File: src/verilog/rag_pkg.sv
`default_nettype none
package rag_pkg;
    // ==========================================================
    // Initiators and access kinds
    // ==========================================================
    localparam int NUM_INIT = 3;
    localparam logic [1:0] INIT_CPU = 2'h0;
    localparam logic [1:0] INIT_COPROC = 2'h1;
    localparam logic [1:0] INIT_DMA = 2'h2;

    typedef enum logic [1:0] {
        ACC_READ,
        ACC_FETCH,
        ACC_WRITE
    } rag_kind_t;

    // ==========================================================
    // Memory blocks and permission layout
    // ==========================================================
    localparam int BLK_W = 3;
    localparam int NUM_BLOCKS = 8;
    localparam int NUM_LOW_BLOCKS = 2;
    localparam int PERM_W = 2;
    localparam int PERM_FETCH_BIT = 0;
    localparam int PERM_WRITE_BIT = 1;
    localparam int PERM_ROW_W = NUM_INIT * PERM_W;
    localparam logic [PERM_ROW_W-1:0] PERM_RESET = 6'h3F;
    localparam int DATA_W = 32;

    // ==========================================================
    // Lockable control registers
    // ==========================================================
    localparam int NUM_CTL = 4;
    localparam int CTL_SEL_W = 2;
    localparam int CTL_W = 16;
    localparam logic [CTL_W-1:0] CTL_RESET = 16'h0000;

    // ==========================================================
    // Carriers
    // ==========================================================
    typedef struct packed {
        logic valid;
        logic [1:0] init;
        logic [BLK_W-1:0] block;
        rag_kind_t kind;
        logic [DATA_W-1:0] wrData;
    } rag_req_t;

    typedef struct packed {
        logic valid;
        logic grant;
        logic [1:0] init;
        logic [BLK_W-1:0] block;
        rag_kind_t kind;
    } rag_resp_t;

    typedef struct packed {
        logic wrEn;
        logic [BLK_W-1:0] block;
        logic [PERM_ROW_W-1:0] perm;
    } rag_cfg_t;
endpackage : rag_pkg
`default_nettype wire
File: src/verilog/rag_guard.sv
`timescale 1ns/1ps
`default_nettype none
// Functional notes
// - Per block and per initiator, fetch and write can be granted or denied.
// - Reads are never filtered for any initiator with a path.
// - The two low CPU blocks are never filtered.
// - The external memory block is filtered the same as internal blocks.
// - Permissions stay writable at run time and act on the next request.
// - Once a lock bit is set, writes to its control register are ignored.
// - Software cannot clear a lock bit; only reset unlocks.
module rag_guard
    import rag_pkg::*;
#(
    parameter int NBLK = NUM_BLOCKS,
    parameter int NLOW = NUM_LOW_BLOCKS,
    parameter int NCTL = NUM_CTL
) (
    // Clock, reset, enable
    input wire logic ref_clk,
    input wire logic rst,
    input wire logic ce,
    // Access request from the bus fabric and memory read data
    input wire rag_req_t reqIn,
    input wire logic [DATA_W-1:0] memRdData,
    // Permission configuration port
    input wire rag_cfg_t cfgIn,
    // Critical control registers and their locks
    input wire logic ctlWrEn,
    input wire logic [CTL_SEL_W-1:0] ctlWrSel,
    input wire logic [CTL_W-1:0] ctlWrData,
    input wire logic [NCTL-1:0] lockSet,
    // Response to the initiator
    output rag_resp_t respOut,
    output logic [DATA_W-1:0] rdDataOut,
    // Write issued to the memory block
    output logic memWrEn,
    output logic [BLK_W-1:0] memWrBlock,
    output logic [DATA_W-1:0] memWrData,
    // Lockable control state
    output logic [NCTL-1:0][CTL_W-1:0] ctlRegs,
    output logic [NCTL-1:0] lockBits,
    output logic ctlWrBlocked
);
    typedef struct packed {
        logic [NBLK-1:0][PERM_ROW_W-1:0] perm;
        rag_resp_t resp;
        logic [DATA_W-1:0] rdData;
        logic wrEn;
        logic [BLK_W-1:0] wrBlock;
        logic [DATA_W-1:0] wrData;
    } rag_state_t;

    rag_state_t st_q;
    rag_state_t st_d;
    logic legal;
    logic filtered;
    logic allow;
    logic [PERM_W-1:0] permPair;

    // ==========================================================
    // Access decision
    // ==========================================================
    // Each permission row holds one fetch/write pair per initiator:
    // bit 2i+0 allows fetch and bit 2i+1 allows write for initiator i.
    // The decision is purely combinational on the request, so the answer
    // costs exactly one register stage.
    // Unknown initiator or block has no path at all, so even reads fail
    always_comb begin
        legal = (reqIn.init < NUM_INIT[1:0]) && (32'(reqIn.block) < NBLK);
        filtered = 32'(reqIn.block) >= NLOW;
        permPair = legal ? st_q.perm[reqIn.block][reqIn.init * PERM_W +: PERM_W] : '0;
        // external block shares the table; it is just the top index
        unique case (reqIn.kind)
            ACC_READ: allow = legal;
            ACC_FETCH: allow = legal && (!filtered || permPair[PERM_FETCH_BIT]);
            ACC_WRITE: allow = legal && (!filtered || permPair[PERM_WRITE_BIT]);
            default: allow = 1'b0;
        endcase
    end

    // ==========================================================
    // Next state
    // ==========================================================
    // A config write and a request in one cycle: the request is judged on
    // the old row and the new row acts from the next edge on. This keeps
    // the decision path free of a bypass mux.
    always_comb begin
        st_d = st_q;
        if (cfgIn.wrEn && 32'(cfgIn.block) < NBLK) begin
            st_d.perm[cfgIn.block] = cfgIn.perm;
        end
        st_d.resp.valid = reqIn.valid;
        st_d.resp.grant = reqIn.valid && allow;
        st_d.resp.init = reqIn.init;
        st_d.resp.block = reqIn.block;
        st_d.resp.kind = reqIn.kind;
        // denied access has no effect
        // Data is zeroed rather than held so a refused fetch leaks nothing
        st_d.rdData = (reqIn.valid && allow && reqIn.kind != ACC_WRITE) ? memRdData : '0;
        st_d.wrEn = reqIn.valid && allow && reqIn.kind == ACC_WRITE;
        st_d.wrBlock = reqIn.block;
        st_d.wrData = reqIn.wrData;
    end

    // Single register stage; ce low freezes everything
    // Reset opens every permission so boot code can run from any block;
    // software narrows the table afterwards.
    always_ff @(posedge ref_clk) begin
        if (rst) begin
            st_q.perm <= {NBLK{PERM_RESET}};
            st_q.resp <= '0;
            st_q.rdData <= '0;
            st_q.wrEn <= 1'b0;
            st_q.wrBlock <= '0;
            st_q.wrData <= '0;
        end else if (ce) begin
            st_q <= st_d;
        end
    end

    // All outputs leave straight from the state register
    assign respOut = st_q.resp;
    assign rdDataOut = st_q.rdData;
    assign memWrEn = st_q.wrEn;
    assign memWrBlock = st_q.wrBlock;
    assign memWrData = st_q.wrData;

    // ==========================================================
    // Register lock bank
    // ==========================================================
    // locked write filter
    rag_lock_bank #(
        .NCTL(NCTL)
    ) u_lock (
        .ref_clk(ref_clk),
        .rst(rst),
        .ce(ce),
        .wrEn(ctlWrEn),
        .wrSel(ctlWrSel),
        .wrData(ctlWrData),
        .lockSet(lockSet),
        .ctlRegs(ctlRegs),
        .lockBits(lockBits),
        .wrBlocked(ctlWrBlocked)
    );

    // ==========================================================
    // Checks
    // ==========================================================
    a_read_never_filtered: assert property (@(posedge ref_clk) disable iff (rst)
        ce && reqIn.valid && reqIn.kind == ACC_READ && legal |=> respOut.grant)
        else $error("legal read was refused");
    a_low_block_open: assert property (@(posedge ref_clk) disable iff (rst)
        ce && reqIn.valid && legal && !filtered |=> respOut.valid && respOut.grant)
        else $error("low block access was refused");
    a_fetch_denied: assert property (@(posedge ref_clk) disable iff (rst)
        ce && reqIn.valid && reqIn.kind == ACC_FETCH && legal && filtered
        && !permPair[PERM_FETCH_BIT] |=> !respOut.grant && rdDataOut == '0)
        else $error("fetch passed without permission");
    a_write_denied: assert property (@(posedge ref_clk) disable iff (rst)
        ce && reqIn.valid && reqIn.kind == ACC_WRITE && legal && filtered
        && !permPair[PERM_WRITE_BIT] |=> !memWrEn)
        else $error("denied write reached memory");
    a_write_follows_grant: assert property (@(posedge ref_clk) disable iff (rst)
        memWrEn |-> respOut.grant && respOut.kind == ACC_WRITE)
        else $error("memory write without granted write");
    a_ext_block_filter: assert property (@(posedge ref_clk) disable iff (rst)
        ce && reqIn.valid && reqIn.kind == ACC_WRITE && legal
        && 32'(reqIn.block) == NBLK - 1 |=> respOut.grant == $past(permPair[PERM_WRITE_BIT]))
        else $error("external block write ignored its permission");
    a_cfg_runtime: assert property (@(posedge ref_clk) disable iff (rst)
        ce && cfgIn.wrEn && 32'(cfgIn.block) < NBLK
        |=> st_q.perm[$past(cfgIn.block)] == $past(cfgIn.perm))
        else $error("permission update lost");
    a_freeze_on_ce: assert property (@(posedge ref_clk) disable iff (rst)
        !ce |=> st_q == $past(st_q))
        else $error("state moved while ce low");

    // Request-side and reset checks: each restates a rule from the inputs
    a_read_data: assert property (@(posedge ref_clk) disable iff (rst)
        ce && reqIn.valid && reqIn.kind == ACC_READ && legal
        |=> rdDataOut == $past(memRdData))
        else $error("granted read lost its data");
    a_bad_init_refused: assert property (@(posedge ref_clk) disable iff (rst)
        ce && reqIn.valid && reqIn.init == 2'h3
        |=> respOut.valid && !respOut.grant && rdDataOut == '0)
        else $error("request from unknown initiator passed");
    a_fetch_allowed: assert property (@(posedge ref_clk) disable iff (rst)
        ce && reqIn.valid && reqIn.kind == ACC_FETCH && legal && filtered
        && permPair[PERM_FETCH_BIT] |=> respOut.grant && rdDataOut == $past(memRdData))
        else $error("permitted fetch was refused");
    a_write_issued: assert property (@(posedge ref_clk) disable iff (rst)
        ce && reqIn.valid && reqIn.kind == ACC_WRITE && legal
        && (32'(reqIn.block) < NLOW || permPair[PERM_WRITE_BIT])
        |=> memWrEn && memWrBlock == $past(reqIn.block) && memWrData == $past(reqIn.wrData))
        else $error("permitted write not issued");
    a_resp_echo: assert property (@(posedge ref_clk) disable iff (rst)
        ce && reqIn.valid |=> respOut.valid && respOut.init == $past(reqIn.init)
        && respOut.block == $past(reqIn.block) && respOut.kind == $past(reqIn.kind))
        else $error("response does not match its request");
    a_idle_quiet: assert property (@(posedge ref_clk) disable iff (rst)
        ce && !reqIn.valid |=> !respOut.valid && !memWrEn && rdDataOut == '0)
        else $error("output active without a request");
    a_perm_reset: assert property (@(posedge ref_clk) disable iff (rst)
        $fell(rst) |-> st_q.perm == {NBLK{PERM_RESET}})
        else $error("permissions not opened by reset");

    c_write_denied: cover property (@(posedge ref_clk) disable iff (rst)
        respOut.valid && !respOut.grant && respOut.kind == ACC_WRITE);
    c_fetch_granted: cover property (@(posedge ref_clk) disable iff (rst)
        respOut.grant && respOut.kind == ACC_FETCH && 32'(respOut.block) >= NLOW);
    c_cfg_then_deny: cover property (@(posedge ref_clk) disable iff (rst)
        cfgIn.wrEn ##1 respOut.valid && !respOut.grant);
    c_lock_blocks: cover property (@(posedge ref_clk) disable iff (rst) ctlWrBlocked);
endmodule : rag_guard
`default_nettype wire

File: src/verilog/rag_lock_bank.sv
`timescale 1ns/1ps
`default_nettype none
module rag_lock_bank
    import rag_pkg::*;
#(
    parameter int NCTL = NUM_CTL
) (
    // Clock, reset, enable
    input wire logic ref_clk,
    input wire logic rst,
    input wire logic ce,
    // Control register write port
    input wire logic wrEn,
    input wire logic [CTL_SEL_W-1:0] wrSel,
    input wire logic [CTL_W-1:0] wrData,
    // Lock set strobe, one bit per register
    input wire logic [NCTL-1:0] lockSet,
    // State
    output logic [NCTL-1:0][CTL_W-1:0] ctlRegs,
    output logic [NCTL-1:0] lockBits,
    output logic wrBlocked
);
    typedef struct packed {
        logic [NCTL-1:0][CTL_W-1:0] regs;
        logic [NCTL-1:0] lock;
        logic blocked;
    } rag_lock_state_t;

    rag_lock_state_t st_q;
    rag_lock_state_t st_d;

    // ==========================================================
    // Next state
    // ==========================================================
    always_comb begin
        st_d = st_q;
        st_d.blocked = 1'b0;
        // sticky lock bits
        // No input can clear a lock; only reset does
        st_d.lock = st_q.lock | lockSet;
        if (wrEn && st_q.lock[wrSel]) begin
            st_d.blocked = 1'b1;
        end else if (wrEn) begin
            st_d.regs[wrSel] = wrData;
        end
    end

    // Whole state frozen while ce is low
    always_ff @(posedge ref_clk) begin
        if (rst) begin
            st_q.regs <= {NCTL{CTL_RESET}};
            st_q.lock <= '0;
            st_q.blocked <= 1'b0;
        end else if (ce) begin
            st_q <= st_d;
        end
    end

    assign ctlRegs = st_q.regs;
    assign lockBits = st_q.lock;
    assign wrBlocked = st_q.blocked;

    // ==========================================================
    // Checks
    // ==========================================================
    a_lock_sticky: assert property (@(posedge ref_clk) disable iff (rst)
        ##1 ((lockBits & $past(lockBits)) == $past(lockBits)))
        else $error("lock bit fell without reset");
    a_locked_reg_holds: assert property (@(posedge ref_clk) disable iff (rst)
        ce && wrEn && lockBits[wrSel] |=> ctlRegs == $past(ctlRegs) && wrBlocked)
        else $error("locked register changed on write");
    a_open_write_lands: assert property (@(posedge ref_clk) disable iff (rst)
        ce && wrEn && !lockBits[wrSel] |=> ctlRegs[$past(wrSel)] == $past(wrData))
        else $error("unlocked write lost");
    a_lock_frozen: assert property (@(posedge ref_clk) disable iff (rst)
        !ce |=> ctlRegs == $past(ctlRegs) && lockBits == $past(lockBits))
        else $error("lock state moved while ce low");
    a_lock_reset: assert property (@(posedge ref_clk) disable iff (rst)
        $fell(rst) |-> lockBits == '0 && ctlRegs == {NCTL{CTL_RESET}})
        else $error("reset left a register locked");
    c_locked_write: cover property (@(posedge ref_clk) disable iff (rst) wrBlocked);
endmodule : rag_lock_bank
`default_nettype wire

File: config.mk
export PLATFORM = sky130hd
export DESIGN_NAME = rag_guard
export DESIGN_NICKNAME = d
export VERILOG_FILES = /design/src/verilog/rag_pkg.sv /design/src/verilog/rag_guard.sv /design/src/verilog/rag_lock_bank.sv
export SDC_FILE = /design/constraint.sdc
export NUM_CORES = 1
export LEC_CHECK = 0
export BUFFER_PORTS_ARGS = -buffer_cell sky130_fd_sc_hd__buf_2
export CAP_MARGIN = 0
export CORE_ASPECT_RATIO = 0.7
export CORE_MARGIN = 4
export CORE_UTILIZATION = 53
export CTS_BUF_LIST = sky130_fd_sc_hd__clkbuf_4 sky130_fd_sc_hd__clkbuf_8
export CTS_CLUSTER_SIZE = 30
export DETAILED_ROUTE_END_ITERATION = 8
export PLACE_DENSITY_LB_ADDON = 0.08
export SETUP_SLACK_MARGIN = 0.02
export SYNTH_ARGS = -nofsm -noshare
export SYNTH_HDL_FRONTEND = slang
export SYNTH_SLANG_ARGS = --single-unit
File: constraint.sdc
create_clock -name ref_clk -period 2.65 [get_ports ref_clk]
set_input_delay 0.53 -clock ref_clk [delete_from_list [all_inputs] [get_ports ref_clk]]
set_output_delay 0.53 -clock ref_clk [all_outputs]
set_load 0.01 [all_outputs]
# Word-level counts from Yosys, hierarchy flattened
# Cells that the tools add are included.
# classes
n_bitwise	2
n_shift	1
mux	14
n_lt_le_gt_ge	7
n_eq_ne	3
reduce_logical	14
# op_table
cell	count
$bwmux W64	1
$bwmux W48	1
$demux W16 S2	1
$mux W32	1
$bmux W6 S3	1
$demux W6 S3	1
$mux W16	1
$mux W6	2
$logic_and A1 B1 Y1	8
$lt A3 B4 Y1 const B	2
$shiftx A6 B4 Y2	1
$or A4 B4 Y4	1
$ge A3 B1 Y1 const B	1
$ge A3 B2 Y1 const B	1
$lt A2 B3 Y1 const B	1
$pmux W1 S3	1
$reduce_and A3 Y1	1
$bmux W1 S2	1
$eq A2 B1 Y1 const B	1
$eq A2 B2 Y1 const B	1
$ge A2 B1 Y1 const B	1
$logic_not A2 Y1	1
$logic_or A1 B1 Y1	2
$lt A2 B2 Y1 const B	1
6 further kinds	7
# totals
register_bits	191
out_inout_bits	146
input_bits	108

# Depth between registers and ports, before layout
# depth
word_depth	10
mapped_depth	9

# Modules after synthesis
# From an unflattened synthesis, not the netlist that was laid out.
# unflattened
hier_cells	841
area_unflattened_um2	8132.8
# modules_own_cells
mod	instances	cells_each	area_per_inst_um2	seq_area_each_um2
rag_guard	1	521	5431.5	2442.3
rag_lock_bank	1	320	2701.3	1381.3

# Least setup slack after synthesis
# OpenSTA, ideal clock, no wires.
# synth_path
kind	input port to flip-flop
from	in reqIn[34] (netlist bit)
to	reg st_q (netlist bit rdDataOut[10])
path_stages	8
setup_ns	0.140
path_slack_ns	0.383
t_required_ns	2.510
arrival_time_ns	2.127
cell_sequence	buf_6 mux4_2 nand2b_4 a2111oi_2 nor3_1 a21oi_4 buf_8 o41ai_2
# synth_via
elab_chain_len	10
word_cells_on_any_way	14
cone_classes	1 x order compare; 1 x shift; 5 x mux; 7 x reduce/logical
# synth_rtl
element	line_no	text
start: declaration	rag_guard.sv:23	input wire rag_req_t reqIn,
$bmux W6 S3	rag_guard.sv:71	permPair = legal ? st_q.perm[reqIn.block][reqIn.init * PERM_W +: PERM_W] : '0;
$mux W6 (implied by the code)	rag_guard.sv:71	
$shiftx A6 B4 Y2	rag_guard.sv:71	
$mux W2	rag_guard.sv:71	
$logic_or A1 B1 Y1 (on tied branches)	rag_guard.sv:76, rag_guard.sv:75	
$logic_and A1 B1 Y1 (on tied branches)	rag_guard.sv:76, rag_guard.sv:75	
$pmux W1 S3 *	rag_guard.sv:73	unique case (reqIn.kind)
$logic_and A1 B1 Y1 * (2 in a row)	rag_guard.sv:99	st_d.rdData = (reqIn.valid && allow && reqIn.kind != ACC_WRITE) ? memRdData : '0;
$mux W32 *	rag_guard.sv:99	
end signal: assignment	rag_guard.sv:117	st_q <= st_d;
end: declaration	rag_guard.sv:53	rag_state_t st_q;
# Mark *: on every way between the ends. The rest lies on a longest branch, timed or not. The select of a mux whose other input is x is not followed.
# A chain may end at the register's enable or synchronous reset.

# Worst setup path after layout
# layout_path
from	reg st_q[119] (netlist bit)
to	reg st_q (netlist bit rdDataOut[26])
# layout_via
elab_chain_len	10
# layout_rtl
element	line_no	text
$bmux W6 S3	rag_guard.sv:71	
$mux W6 (implied by the code)	rag_guard.sv:71	
$shiftx A6 B4 Y2	rag_guard.sv:71	
$mux W2	rag_guard.sv:71	
$logic_or A1 B1 Y1	rag_guard.sv:75	ACC_FETCH: allow = legal && (!filtered || permPair[PERM_FETCH_BIT]);
$logic_and A1 B1 Y1	rag_guard.sv:75	
$pmux W1 S3	rag_guard.sv:73	
$logic_and A1 B1 Y1 (2 in a row)	rag_guard.sv:99	
$mux W32	rag_guard.sv:99	
# No other way between the ends. The select of a mux whose other input is x is not followed.

==> results.tsv <==
metric	value	unit
r2r-end	rdDataOut[26]	
ys_types	40	
arrival	2.35	ns
cts_resized	0	
hold_path_depth	3	
finalNetCount	1135	
grt_max_degree	69	
ios	254	
timing.final.crit_share	76.0	%
drcViolationCount	0	
hold_end	memWrData[17]	
holdBufCountCts	0	
area_growth	15.4	%
synth_fp_nets	983	
cts_max_path_buffers	2	
synth-edff-count	0	
synth_most_common_cell	dfxtp_1	
core.rowCount	37	
critPathMaxFanout	34	
min_from	reqIn[17]	
rsz0062_at_grt	false	
dieArea	17500	sq um
gp_congestion	0.884	
end_kind	register	
cts-buffers-inserted	17	
vdd_drop_max	332	uV
leakage	4.36	nW
power.density	580	nW/um^2
grt_pass1_vias	5777	
track_usage	22.6	%
status	finished clean	
worstRegToRegCells	7	
dr.pass1.iters	4	
grt_remaining_overflow	0	
worstMarginPinSlew	0.706	ns
slew_violations	0	
synth_top_area_share	46.7	%
cts.sinks	191	
ys_warn_count	0	
worstReg2RegStart	st_q[119]	
dpl_cell_area	9060	sq um
postSynthAreaPerCell	9.39	sq um
path_clk_slew	0.10	ns
cts_tree	done	
fin_skew	0.0150	ns
grt_pass1_wl	31.7	mm
final_area	9460	sq um
dp_hpwl	14.7	mm
min_period	2.02	ns
drt.antenna.violating_nets	0	
r2r_slack	0.63	ns
cap_violations	0	
synth_area_leaders	dfxtp_1 (47%), mux2i_1 (11%), buf_4 (7.1%)	
diodes	0	
worstPathRequired	2.98	ns
drive_gt1_share	32.1	%
synth_seq_cells	191	
htreeDepth	4	
yosysTopAreaCell	dfxtp_1	
initial_core_util	55.0	%
seq_area_frac_synth	46.7	%
crit_type	register to register	
finalHoldViolations	0	
die_y	112	um
syn_area	8190	sq um
final.hold.worst_slack	0.292	ns
antenna_found_initial	1	
tns	0	ns
worstHoldPathType	input port to register	
setup_violations	0	
slew_headroom	52.9	%
cts-root-buf	clkbuf_8	
ys.flop_type	dfxtp_1	
core-area	14900	sq um
wl_per_cell	16.6	um
async_reset_ff_share	0	%
vias	6361	
fillers	1314	
critPathLaunchType	register	
synthCells	872	
post-cts-setup-buffer-count	0	
synth_common_cells	dfxtp_1 (191), nand2_1 (102), mux2i_1 (93)	
drt_iter0_markers	433	
totalWireLength	20.4	mm
die_x	157	um
fmax	0.496	GHz
io_buffer_count	253	
vias_per_cell	5.16	
clkLatencyLatePin	0.46	ns
sequential cells by signal (all words and copies together), names as in the netlist:
name	flops
u_lock.lockBits	4
memWrData	32
u_lock.wrBlocked	1
st_q	48
u_lock.ctlRegs	64
memWrBlock	3
rdDataOut	32
memWrEn	1
respOut	6
metal layers:
| layer | up-vias | routed length [um] | part of all wire [%] | GRT usage, % |
|---|---|---|---|---|
| li1 | 3177 | - | - | - |
| met1 | 2926 | 9620 | 47 | 33.4 |
| met2 | 234 | 8700 | 43 | 32.5 |
| met3 | 22 | 1750 | 8.6 | 5.55 |
| met4 | 2 | 327 | 1.6 | 7.05 |
| met5 | - | 10 | 0.049 | 0 |
worst max-delay path: stages (launching register included):
cell	delay, ns
dfxtp_1	0.32
mux4_2	0.47
nand2b_4	0.15
a2111oi_2	0.29
nor3_1	0.12
a21oi_4	0.18
buf_12	0.23
o41ai_1	0.10
worst max path at each step:
| stage | from | end |
|---|---|---|
| 3_3_place_gp | reqIn[34] | rdDataOut[4] |
| 5_1_grt | st_q[119] | rdDataOut[16] |
| 6_report | st_q[119] | rdDataOut[26] |
| 3_5_place_dp | reqIn[34] | rdDataOut[26] |
| 2_1_floorplan | reqIn[34] | rdDataOut[10] |
| 4_1_cts | st_q[119] | rdDataOut[26] |
metrics by stage:
stage	utilization, %	worst slack, ns	total power, mW	instances
2_1_floorplan	-	0.383	3.47	872
3_3_place_gp	60.8	0.279	3.66	1200
3_5_place_dp	60.8	0.240	3.66	1200
4_1_cts	63.4	0.644	5.54	1232
5_1_grt	63.4	0.493	5.72	1232
6_report	63.4	0.635	5.49	1232
report_power, final:
part           internal, mW  leakage (nW)  switching, mW
Sequential             2.96          1.55         0.0502
Combinational         0.246          2.60          0.343
Clock                 0.856         0.203           1.03
placed cells by master (no fill, tap or decap), types with 3 or more instances in the layout:
cell type,count
o211ai_1,3
inv_1,35
o41ai_2,12
nor2_1,87
nand2b_1,8
buf_2,252
nand2_1,102
nor2b_1,51
buf_12,3
a211o_1,48
nand3_1,4
nor3_1,8
inv_6,3
clkbuf_8,20
dfxtp_1,191
o41ai_1,20
mux2i_1,93
o22ai_1,4
buf_4,19
a21oi_1,39
cell type report:
| type | count | area (sq um) | area share, % |
|---|---|---|---|
| Sequential cell | 191 | 3820 | 40.4 |
| Multi-Input combinational cell | 504 | 3390 | 35.8 |
| Timing Repair Buffer | 275 | 1480 | 15.6 |
| Clock buffer | 22 | 290 | 3.07 |
| Tap cell | 195 | 244 | 2.58 |
| Inverter | 35 | 131 | 1.39 |
| Clock inverter | 10 | 103 | 1.08 |
kinds of logic after synthesis:
logic type               after synthesis  synth area share [%]
multiplexers                          95                  11.9
AND/OR/NAND/NOR                      271                  15.1
AO/OA/AOI/OAI                        135                  13.7
flip-flops                           191                  46.7
adder cells (fa/ha/maj)                3                 0.458
buffers and inverters                177                  12.2
No activity file was read; power rests on OpenSTA's default activity.
